### src/logic/fcm_defines.svh
// Offsets, fields, reset values, function codes and timing counts of the frequency modifier
`ifndef FCM_DEFINES_SVH
`define FCM_DEFINES_SVH

// Register byte offsets
`define FCM_OFS_CTRL     8'h00
`define FCM_OFS_FSET     8'h04
`define FCM_OFS_FMAX     8'h08
`define FCM_OFS_OFFSET   8'h0c
`define FCM_OFS_ACCEL    8'h10
`define FCM_OFS_DECEL    8'h14
`define FCM_OFS_INSEL_A  8'h18
`define FCM_OFS_INSEL_B  8'h1c
`define FCM_OFS_STATUS   8'h20

// Control register fields
`define FCM_CTRL_FSRC_LSB   0
`define FCM_CTRL_RSRC_LSB   8
`define FCM_CTRL_MEM_BIT    16
`define FCM_CTRL_SET2_BIT   17

// Status register fields
`define FCM_STAT_OVR_BIT    16
`define FCM_STAT_UDM_BIT    17
`define FCM_STAT_RUN_BIT    18
`define FCM_STAT_STOP_BIT   19
`define FCM_STAT_PIN_LSB    24

// Source encodings
`define FCM_SRC_OPERATOR    2'h2

// Reset values
`define FCM_RST_CTRL     32'h0000_0002
`define FCM_RST_FSET     16'h0000
`define FCM_RST_FMAX     16'h1770
`define FCM_RST_RAMP     16'h03e8
`define FCM_RST_INSEL_A  32'h1f1d_1c1b
`define FCM_RST_INSEL_B  32'h0000_0632

// Intelligent input function codes
`define FCM_FN_UP    8'h1b
`define FCM_FN_DOWN  8'h1c
`define FCM_FN_CLR   8'h1d
`define FCM_FN_OVR   8'h1f
`define FCM_FN_ADD   8'h32
`define FCM_FN_JOG   8'h06

// Timing
`define FCM_CLK_NS       4
`define FCM_TICK_NS      1000
`define FCM_TICK_CYC     (`FCM_TICK_NS / `FCM_CLK_NS)
`define FCM_DEBOUNCE_NS  5000000
`define FCM_DEBOUNCE_CYC (`FCM_DEBOUNCE_NS / `FCM_CLK_NS)

`endif

### src/logic/fcm_pkg.sv
// Types shared by the frequency modifier files
package fcm_pkg;
	// Override hand-over sequence; one bit changes per step except FCM_APPLY back to FCM_NORMAL
	typedef enum logic [1:0] {
		FCM_NORMAL   = 2'b00,
		FCM_STOPPING = 2'b01,
		FCM_APPLY    = 2'b11
	} fcm_state_type;
endpackage

### src/logic/fcm_pin_filter.sv
// Three-stage synchroniser and stability filter for the intelligent input pins
`timescale 1ns/10ps
`default_nettype none
module fcm_pin_filter
	import fcm_pkg::*;
#(
	parameter int WIDTH = 6,
	parameter int STABLE_CYC = 1250000
) (
	// Clock and reset
	input  wire logic             pclk,
	input  wire logic             presetn,
	// Raw pins and filtered levels
	input  wire logic [WIDTH-1:0] pin_raw,
	output logic      [WIDTH-1:0] pin_clean
);
	logic [WIDTH-1:0] s1_r;
	logic [WIDTH-1:0] s2_r;
	logic [WIDTH-1:0] s3_r;
	logic [31:0]      cnt_r [WIDTH];

	// Three flops; the first is read only by the second
	always_ff @(posedge pclk or negedge presetn) begin
		if (!presetn) begin
			s1_r <= '0;
			s2_r <= '0;
			s3_r <= '0;
		end else begin
			s1_r <= pin_raw;
			s2_r <= s1_r;
			s3_r <= s2_r;
		end
	end

	// A change counts once stages two and three agree for the whole window
	always_ff @(posedge pclk or negedge presetn) begin
		if (!presetn) begin
			pin_clean <= '0;
			for (int i = 0; i < WIDTH; i++) cnt_r[i] <= '0;
		end else begin
			for (int i = 0; i < WIDTH; i++) begin
				if (s2_r[i] != s3_r[i] || s3_r[i] == pin_clean[i]) begin
					cnt_r[i] <= '0;
				end else if (cnt_r[i] >= 32'(STABLE_CYC - 1)) begin
					cnt_r[i]     <= '0;
					pin_clean[i] <= s3_r[i];
				end else begin
					cnt_r[i] <= cnt_r[i] + 32'd1;
				end
			end
		end
	end
endmodule
`default_nettype wire

### src/logic/fcm_top.sv
// Frequency command modifier: up/down ramp, operator override and offset addition
//
// Our own choices: register access over APB and the register addresses.
`timescale 1ns/10ps
`default_nettype none
`include "fcm_defines.svh"
module fcm_top
	import fcm_pkg::*;
#(
	parameter int NPIN = 6,
	parameter int DEBOUNCE_CYC = `FCM_DEBOUNCE_CYC
) (
	// Clock and reset
	input  wire logic        pclk,
	input  wire logic        presetn,
	// APB slave
	input  wire logic        psel,
	input  wire logic        penable,
	input  wire logic        pwrite,
	input  wire logic [7:0]  paddr,
	input  wire logic [31:0] pwdata,
	output logic      [31:0] prdata,
	output logic             pready,
	output logic             pslverr,
	// Intelligent input pins
	input  wire logic [NPIN-1:0] input_pins,
	// Operator panel, same clock
	input  wire logic [15:0] panel_freq,
	input  wire logic        panel_run,
	// Configured external sources, same clock
	input  wire logic [15:0] ext_freq,
	input  wire logic        ext_run,
	// Drive feedback
	input  wire logic        motor_stopped,
	input  wire logic        power_lost,
	// Commands to the drive
	output logic      [15:0] freq_cmd,
	output logic             run_cmd,
	output logic             forced_stop,
	output logic             override_active
);
	// Saturating 16-bit sum
	function automatic logic [15:0] sat_add(input logic [15:0] a, input logic [15:0] b);
		logic [16:0] s;
		s = {1'b0, a} + {1'b0, b};
		sat_add = s[16] ? 16'hffff : s[15:0];
	endfunction

	// Software registers
	logic [31:0] ctrl_r;
	logic [15:0] fset_r;
	logic [15:0] fmax_r;
	logic [15:0] offset_r;
	logic [31:0] accel_r;
	logic [31:0] decel_r;
	logic [31:0] insel_a_r;
	logic [31:0] insel_b_r;
	logic [7:0]  fn_code [NPIN];
	logic [NPIN-1:0] pin_clean;

	// Per-pin function codes, one byte each
	always_comb begin
		for (int i = 0; i < NPIN; i++) begin
			fn_code[i] = (i < 4) ? insel_a_r[8*(i%4) +: 8] : insel_b_r[8*(i%4) +: 8];
		end
	end

	// Any pin carrying the given function and held on
	function automatic logic fn_on(input logic [7:0] code, input logic [NPIN-1:0] lvl,
			input logic [7:0] codes [NPIN]);
		fn_on = 1'b0;
		for (int i = 0; i < NPIN; i++) begin
			if (codes[i] == code && lvl[i]) fn_on = 1'b1;
		end
	endfunction

	fcm_pin_filter #(
		.WIDTH      (NPIN),
		.STABLE_CYC (DEBOUNCE_CYC)
	) u_filter (
		.pclk      (pclk),
		.presetn   (presetn),
		.pin_raw   (input_pins),
		.pin_clean (pin_clean)
	);

	logic up_in, dn_in, clr_in, ovr_in, add_in, jog_in;
	assign up_in  = fn_on(`FCM_FN_UP, pin_clean, fn_code);
	assign dn_in  = fn_on(`FCM_FN_DOWN, pin_clean, fn_code);
	assign clr_in = fn_on(`FCM_FN_CLR, pin_clean, fn_code);
	assign ovr_in = fn_on(`FCM_FN_OVR, pin_clean, fn_code);
	assign add_in = fn_on(`FCM_FN_ADD, pin_clean, fn_code);
	assign jog_in = fn_on(`FCM_FN_JOG, pin_clean, fn_code);

	fcm_state_type state_r;
	logic          ud_used_r;
	logic [15:0]   ud_r;
	logic [15:0]   base_freq;
	logic [15:0]   sum_freq;
	logic [1:0]    fsrc;
	logic [1:0]    rsrc;
	logic          oper_src;
	logic          ud_en;
	logic          up_go, dn_go;
	logic          ud_step;
	logic [15:0]   interval;

	assign fsrc = ctrl_r[`FCM_CTRL_FSRC_LSB +: 2];
	assign rsrc = ctrl_r[`FCM_CTRL_RSRC_LSB +: 2];
	// Override makes the panel the source as well
	assign oper_src = override_active || fsrc == `FCM_SRC_OPERATOR;
	assign ud_en = oper_src && !jog_in;
	assign up_go = ud_en && up_in && !dn_in;
	assign dn_go = ud_en && dn_in && !up_in;
	// Second set selected by software
	assign interval = ctrl_r[`FCM_CTRL_SET2_BIT] ?
		(up_go ? accel_r[31:16] : decel_r[31:16]) :
		(up_go ? accel_r[15:0] : decel_r[15:0]);

	// APB register writes, taken at the access edge
	always_ff @(posedge pclk or negedge presetn) begin
		if (!presetn) begin
			ctrl_r    <= `FCM_RST_CTRL;
			fset_r    <= `FCM_RST_FSET;
			fmax_r    <= `FCM_RST_FMAX;
			offset_r  <= 16'h0000;
			accel_r   <= {`FCM_RST_RAMP, `FCM_RST_RAMP};
			decel_r   <= {`FCM_RST_RAMP, `FCM_RST_RAMP};
			insel_a_r <= `FCM_RST_INSEL_A;
			insel_b_r <= `FCM_RST_INSEL_B;
		end else if (psel && penable && pready && pwrite) begin
			case (paddr)
				`FCM_OFS_CTRL:    ctrl_r    <= pwdata & 32'h0003_0303;
				`FCM_OFS_FSET:    fset_r    <= pwdata[15:0];
				`FCM_OFS_FMAX:    fmax_r    <= pwdata[15:0];
				`FCM_OFS_OFFSET:  offset_r  <= pwdata[15:0];
				`FCM_OFS_ACCEL:   accel_r   <= pwdata;
				`FCM_OFS_DECEL:   decel_r   <= pwdata;
				`FCM_OFS_INSEL_A: insel_a_r <= pwdata;
				`FCM_OFS_INSEL_B: insel_b_r <= {16'h0000, pwdata[15:0]};
				default: ;
			endcase
		end
	end

	// Read data and answer prepared in the setup cycle, so the slave never waits
	always_ff @(posedge pclk or negedge presetn) begin
		if (!presetn) begin
			prdata  <= 32'h0000_0000;
			pready  <= 1'b0;
			pslverr <= 1'b0;
		end else begin
			pready  <= psel && !penable;
			pslverr <= 1'b0;
			if (psel && !penable) begin
				prdata <= 32'h0000_0000;
				case (paddr)
					`FCM_OFS_CTRL:    prdata <= ctrl_r;
					`FCM_OFS_FSET:    prdata <= {16'h0000, fset_r};
					`FCM_OFS_FMAX:    prdata <= {16'h0000, fmax_r};
					`FCM_OFS_OFFSET:  prdata <= {16'h0000, offset_r};
					`FCM_OFS_ACCEL:   prdata <= accel_r;
					`FCM_OFS_DECEL:   prdata <= decel_r;
					`FCM_OFS_INSEL_A: prdata <= insel_a_r;
					`FCM_OFS_INSEL_B: prdata <= insel_b_r;
					`FCM_OFS_STATUS: begin
						prdata[15:0]                  <= freq_cmd;
						prdata[`FCM_STAT_OVR_BIT]     <= override_active;
						prdata[`FCM_STAT_UDM_BIT]     <= ud_used_r;
						prdata[`FCM_STAT_RUN_BIT]     <= run_cmd;
						prdata[`FCM_STAT_STOP_BIT]    <= forced_stop;
						prdata[`FCM_STAT_PIN_LSB +: 6] <= 6'(pin_clean);
					end
					default: pslverr <= 1'b1; // Unmapped offset
				endcase
			end
		end
	end

	// Microsecond tick and step timer; each step is one frequency unit
	logic [15:0] tick_cnt_r;
	logic [15:0] step_cnt_r;
	always_ff @(posedge pclk or negedge presetn) begin
		if (!presetn) begin
			tick_cnt_r <= 16'h0000;
			step_cnt_r <= 16'h0000;
			ud_step    <= 1'b0;
		end else begin
			ud_step <= 1'b0;
			if (!(up_go || dn_go)) begin
				// Restart the interval so a short press cannot inherit old progress
				tick_cnt_r <= 16'h0000;
				step_cnt_r <= 16'h0000;
			end else if (tick_cnt_r >= 16'(`FCM_TICK_CYC - 1)) begin
				tick_cnt_r <= 16'h0000;
				if (step_cnt_r + 16'h0001 >= interval) begin
					step_cnt_r <= 16'h0000;
					ud_step    <= 1'b1;
				end else begin
					step_cnt_r <= step_cnt_r + 16'h0001;
				end
			end else begin
				tick_cnt_r <= tick_cnt_r + 16'h0001;
			end
		end
	end

	// Up/down memory: tracks the stored setting until adjusted
	always_ff @(posedge pclk or negedge presetn) begin
		if (!presetn) begin
			ud_r      <= 16'h0000;
			ud_used_r <= 1'b0;
		end else if (clr_in) begin
			ud_r      <= fset_r;
			ud_used_r <= 1'b0;
		end else if (power_lost && !ctrl_r[`FCM_CTRL_MEM_BIT]) begin
			ud_r      <= fset_r;
			ud_used_r <= 1'b0;
		end else if (!ud_used_r && !(ud_step && (up_go || dn_go))) begin
			ud_r <= (fset_r > fmax_r) ? fmax_r : fset_r;
		end else if (ud_step && up_go) begin
			ud_used_r <= 1'b1;
			ud_r      <= (ud_r >= fmax_r) ? fmax_r : ud_r + 16'h0001;
		end else if (ud_step && dn_go) begin
			ud_used_r <= 1'b1;
			ud_r      <= (ud_r == 16'h0000) ? 16'h0000 : ud_r - 16'h0001;
		end else if (ud_r > fmax_r) begin
			ud_r <= fmax_r;
		end
	end

	// Frequency source choice, then offset on any source
	always_comb begin
		if (override_active) begin
			base_freq = ud_used_r ? ud_r : panel_freq;
		end else if (fsrc == `FCM_SRC_OPERATOR) begin
			base_freq = ud_r;
		end else begin
			base_freq = ext_freq;
		end
		sum_freq = add_in ? sat_add(base_freq, offset_r) : base_freq;
	end

	// Override hand-over: stop first when running, then apply
	logic panel_run_d_r;
	logic ovr_req;
	logic panel_press;
	logic driving;
	assign panel_press = panel_run && !panel_run_d_r;
	// Commanded or still turning; a panel re-press always finds run_cmd already low
	assign driving = run_cmd || !motor_stopped;
	assign ovr_req = (ovr_in != override_active) ||
		(override_active && ovr_in && panel_press && driving);
	always_ff @(posedge pclk or negedge presetn) begin
		if (!presetn) begin
			state_r         <= FCM_NORMAL;
			override_active <= 1'b0;
			forced_stop     <= 1'b0;
			panel_run_d_r   <= 1'b0;
		end else begin
			panel_run_d_r <= panel_run;
			case (state_r)
				FCM_NORMAL: begin
					if (ovr_req && driving) begin
						state_r     <= FCM_STOPPING;
						forced_stop <= 1'b1;
					end else if (ovr_in != override_active) begin
						override_active <= ovr_in;
					end
				end
				FCM_STOPPING: begin
					if (motor_stopped) begin
						state_r <= FCM_APPLY;
					end
				end
				FCM_APPLY: begin
					override_active <= ovr_in;
					forced_stop     <= 1'b0;
					state_r         <= FCM_NORMAL;
				end
				default: begin
					state_r     <= FCM_NORMAL;
					forced_stop <= 1'b0;
				end
			endcase
		end
	end

	// Drive commands, registered
	always_ff @(posedge pclk or negedge presetn) begin
		if (!presetn) begin
			freq_cmd <= 16'h0000;
			run_cmd  <= 1'b0;
		end else begin
			freq_cmd <= sum_freq;
			if (state_r != FCM_NORMAL || (ovr_req && driving)) begin
				run_cmd <= 1'b0;
			end else if (override_active || rsrc == `FCM_SRC_OPERATOR) begin
				run_cmd <= panel_run;
			end else begin
				run_cmd <= ext_run;
			end
		end
	end

	a_ud_clamp: assert property (@(posedge pclk) disable iff (!presetn)
		ud_used_r |-> ud_r <= fmax_r || $changed(fmax_r)
	) else $error("adjusted frequency above maximum");

	a_up_step: assert property (@(posedge pclk) disable iff (!presetn)
		(ud_step && up_go && !clr_in && !power_lost && ud_r < fmax_r) |=>
			ud_r == $past(ud_r) + 16'h0001
	) else $error("up step did not raise frequency by one");

	a_dn_step: assert property (@(posedge pclk) disable iff (!presetn)
		(ud_step && dn_go && !clr_in && !power_lost && ud_r != 16'h0000) |=>
			ud_r == $past(ud_r) - 16'h0001
	) else $error("down step did not lower frequency by one");

	a_both_hold: assert property (@(posedge pclk) disable iff (!presetn)
		(up_in && dn_in && ud_used_r && !clr_in && !power_lost && $stable(fmax_r)) |=>
			$stable(ud_r)
	) else $error("frequency moved with up and down both on");

	a_clear_mem: assert property (@(posedge pclk) disable iff (!presetn)
		clr_in |=> !ud_used_r && ud_r == $past(fset_r)
	) else $error("clear did not restore set frequency");

	a_src_gate: assert property (@(posedge pclk) disable iff (!presetn)
		(!ud_en || jog_in) |=> !$rose(ud_used_r)
	) else $error("up/down acted outside operator source");

	a_add_offset: assert property (@(posedge pclk) disable iff (!presetn)
		(add_in && base_freq <= 16'hffff - offset_r) |=>
			freq_cmd == $past(base_freq) + $past(offset_r)
	) else $error("offset not applied to frequency");

	a_no_offset: assert property (@(posedge pclk) disable iff (!presetn)
		!add_in |=> freq_cmd == $past(base_freq)
	) else $error("offset applied with add input off");

	a_ovr_stop: assert property (@(posedge pclk) disable iff (!presetn)
		(state_r == FCM_NORMAL && ovr_in != override_active && run_cmd) |=>
			forced_stop && !run_cmd ##1 !run_cmd
	) else $error("override change did not stop motor first");

	a_ramp_period: assert property (@(posedge pclk) disable iff (!presetn)
		ud_step |=> !ud_step
	) else $error("ramp steps too close together");
endmodule
`default_nettype wire

### config.mk
export PLATFORM = sky130hd
export DESIGN_NAME = fcm_top
export DESIGN_NICKNAME = d
export VERILOG_FILES = /design/src/logic/fcm_pkg.sv /design/src/logic/fcm_pin_filter.sv /design/src/logic/fcm_top.sv
export VERILOG_INCLUDE_DIRS = /design/src /design/src/logic
export SDC_FILE = /design/constraint.sdc
export NUM_CORES = 1
export LEC_CHECK = 0
export BUFFER_PORTS_ARGS = -buffer_cell sky130_fd_sc_hd__buf_2
export CORE_MARGIN = 2
export CORE_UTILIZATION = 55
export CTS_CLUSTER_DIAMETER = 50
export DETAILED_ROUTE_END_ITERATION = 6
export PLACE_DENSITY = 0.71
export SLEW_MARGIN = 20
export SYNTH_ARGS = -nofsm -noshare
export SYNTH_HDL_FRONTEND = slang
export SYNTH_SLANG_ARGS = --single-unit
### constraint.sdc
create_clock -name pclk -period 5.7 [get_ports pclk]
set_input_delay 1.14 -clock pclk [delete_from_list [all_inputs] [get_ports pclk]]
set_output_delay 1.14 -clock pclk [all_outputs]
set_load 0.01 [all_outputs]
==> impl_metrics.yaml <==
clocking:
  cts_tree: "done"
  numCtsBuffers: 56
  cts_resized: 0
  clk_path_buf_depth: 3
  postCtsSetupBuffers: 0
  cts_sinks: 488
  cts-root-buf: "clkbuf_16"
  ctsHoldBuffers: 0
  clkLatencyLatePin_ns: 0.61
  clk_pin_slew_ns: 0.06
  htreeDepth: 2
detailed_routing:
  drt_iter0_drc: 1921
  drtAntennaViolNets: 0
  wl_met3_um: 4860
  wl_met2_um: 31200
  num_vias: 18900
  top_layer: "met4"
  dr.pass1.iters: 6
  viasPerCell: 6.05
  wirelength_met1_um: 28500
  wire_per_inst_um: 21.3
  drc: 0
  routed_wirelength_um: 66500
timing:
  finalMaxSlewViolations: 0
  timing.setup.tns_ns: 0
  rsz0062_at_grt: "false"
  period_share_pct: 84.5
  final-setup-viol-count: 0
  fmax_ghz: 0.208
  hold_viol: 0
  skew_ns: 0.0152
  maxSlewHeadroom_pct: 19.7
  post-route-min-period_ns: 4.81
  worst_pin_slew_ns: 1.20
place:
  dpl.hpwl_um: 48100
  gp_congestion: 0.945
  dpl_cell_area_mm2: 0.0262
  port_buffers: 139
synth:
  synthMostInstantiatedCell: "dfrtp_1"
  async_reset_ff_share_pct: 100
  synthCells: 2277
  synth_warnings: 0
  synth_top_area_share_pct: 44.4
  synth_cell_types: 91
  synth.avg_cell_area_um2: 10.8
  syn_area_mm2: 0.0245
  synth_area_leaders: "dfrtp_1, mux2_2, dfstp_2, nor2_1, ha_1"
  ys_seq_area_share_pct: 50.1
  ys_ff_latch: 488
  netlist_top_cells_count: "dfrtp_1, nor2_1, mux2_2"
  synth-edff-count: 0
  synth_ff_type: "dfrtp_1"
  synth_top_area_cell: "dfrtp_1"
setup_path:
  cp.required_ns: 6.24
  crit_fanout: 13
  startpoint_type: "register"
  crit_path_end_kind: "register"
  crit_type: "register to register"
  worstPathArrival_ns: 5.35
floorplanning:
  boundaryPins: 140
  rows: 77
  core_mm2: 0.0441
  die_area_mm2: 0.0463
  initial_core_util_pct: 55.6
  die_w_um: 215
  fp.dieH_um: 215
cells_and_area:
  fin_util_pct: 63.9
  finalInstanceArea_mm2: 0.0282
  syn_to_final_growth_pct: 15.0
  drive_above_1_share_pct: 21.2
  nets: 2650
worst_hold_path:
  hold_class: "register to register"
global_routing:
  grt_pass1_wl_um: 106000
  grt_pass1_vias: 19100
  grt_usage_pct: 29.0
  overflow: 0
  grt_max_degree: 123
  antenna_found_initial: 3
status:
  status: "completed"
power_and_ir_drop:
  leakage_nw: 12.7
  peakVddDrop_v: 0.000311
  powerDensity_mw_per_mm2: 279
job:
  maxCapViolCount: 0
## layer usage
layer  vias up  GRT usage, %
met4         0          9.31
met5         -             0
met3       135          5.32
li1       8593             -
met1      9473          40.3
met2       708          46.3
## power breakdown
group	total [mW]	internal (mW)	switching, mW
combinational	0.397	0.134	0.264
clock	3.87	2.35	1.52
sequential	3.60	3.54	0.0628
total	7.87	6.02	1.85
## state kept, by name (all words and copies together) (netlist names), 6 cells and up
signal,flops
u_filter.pin_clean,6
decel_r,32
insel_a_r,32
ud_r,16
u_filter.cnt_r,192
prdata,32
u_filter.s2_r,6
accel_r,32
fset_r,16
tick_cnt_r,16
u_filter.s3_r,6
freq_cmd,16
offset_r,16
u_filter.s1_r,6
insel_b_r,16
fmax_r,16
ctrl_r,6
step_cnt_r,16
## through the flow
step / setup slack [ns] / power, mW / hold WS, ns / instances
CTS: 0.842 / 7.92 / 0.346 / 3124
finish: 0.885 / 7.87 / 0.340 / 3128
global route: 0.622 / 8.12 / 0.351 / 3126
floorplan: 1.18 / 3.82 / 0.331 / 2350
global placement: 0.978 / 4.04 / 0.336 / 3019
detailed placement: 0.906 / 4.05 / 0.337 / 3019
## worst paths after layout
kind	startpoint	endpoint	depth (start not counted)	slack (ns)
max in group asynchronous	presetn	freq_cmd[9]	2	3.89
worst max register to register	u_filter.pin_clean[4]	step_cnt_r[3]	18	0.89
worst min register to register	u_filter.s1_r[4]	u_filter.s2_r[4]	0	0.34
worst max-delay path	u_filter.pin_clean[4]	step_cnt_r[3]	18	0.89
min in group asynchronous	presetn	u_filter.cnt_r[127]	1	0.57
worst min-delay path	u_filter.s1_r[4]	u_filter.s2_r[4]	0	0.34
## placed cells by master (no fill, tap or decap), types with 17 or more instances in the layout
cell type and instances:
nand2_1 166, nor2_1 265, a221oi_1 29, and3_1 58, a211oi_1 25, and2_1 24
mux2_2 169, ha_1 77, a222oi_1 25, dfstp_2 53, a31oi_1 28, nand4_1 19
buf_4 28, dfrtp_1 435, mux2i_1 23, xnor2_1 73, nor3_1 39, nor2b_1 17
nand3_1 78, a21oi_1 78, a22o_1 49, xor2_1 80, conb_1 74, inv_1 72
buf_2 138, o21ai_0 64, clkbuf_16 57, nor4_1 27
## area by class of cell
class                           count  area [um^2]
Sequential cell                   488        12300
Tap cell                          592          741
Fill cell                        3554        15900
Multi-Input combinational cell   1696        11900
Timing Repair Buffer              170          976
Clock buffer                       74         1590
Clock inverter                     31          434
Antenna cell                        4         10.0
Inverter                           73          274
## critical path: stages (launching register included)
cell and delay, ns:
dfrtp_1 0.55, or3b_1 0.46, nor4_1 0.43, nor4_2 0.10
o311ai_4 0.09, nand2b_1 0.17, inv_1 0.05, nand2_1 0.33
mux4_2 0.55, inv_1 0.07, ha_1 0.22, and2_1 0.16
o21ai_0 0.15, o21ai_0 0.11, o41ai_1 0.31, a32oi_1 0.18
or3b_4 0.44, inv_2 0.21, a22o_1 0.17
## cell families (layout without fill, tap and decap cells)
kind of cell             Yosys count  after routing  share of synthesized area, %
flip-flops                       488            488                          50.1
buffers and inverters            166            348                          2.70
AO/OA/AOI/OAI                    414            414                          12.2
AND/OR/NAND/NOR                  768            768                          15.2
adder cells (fa/ha/maj)           78             78                          4.01
multiplexers                     208            208                          10.2
XOR/XNOR                         154            154                          5.58
other                              1             78                        0.0153
(Power assumes the default switching activity.)
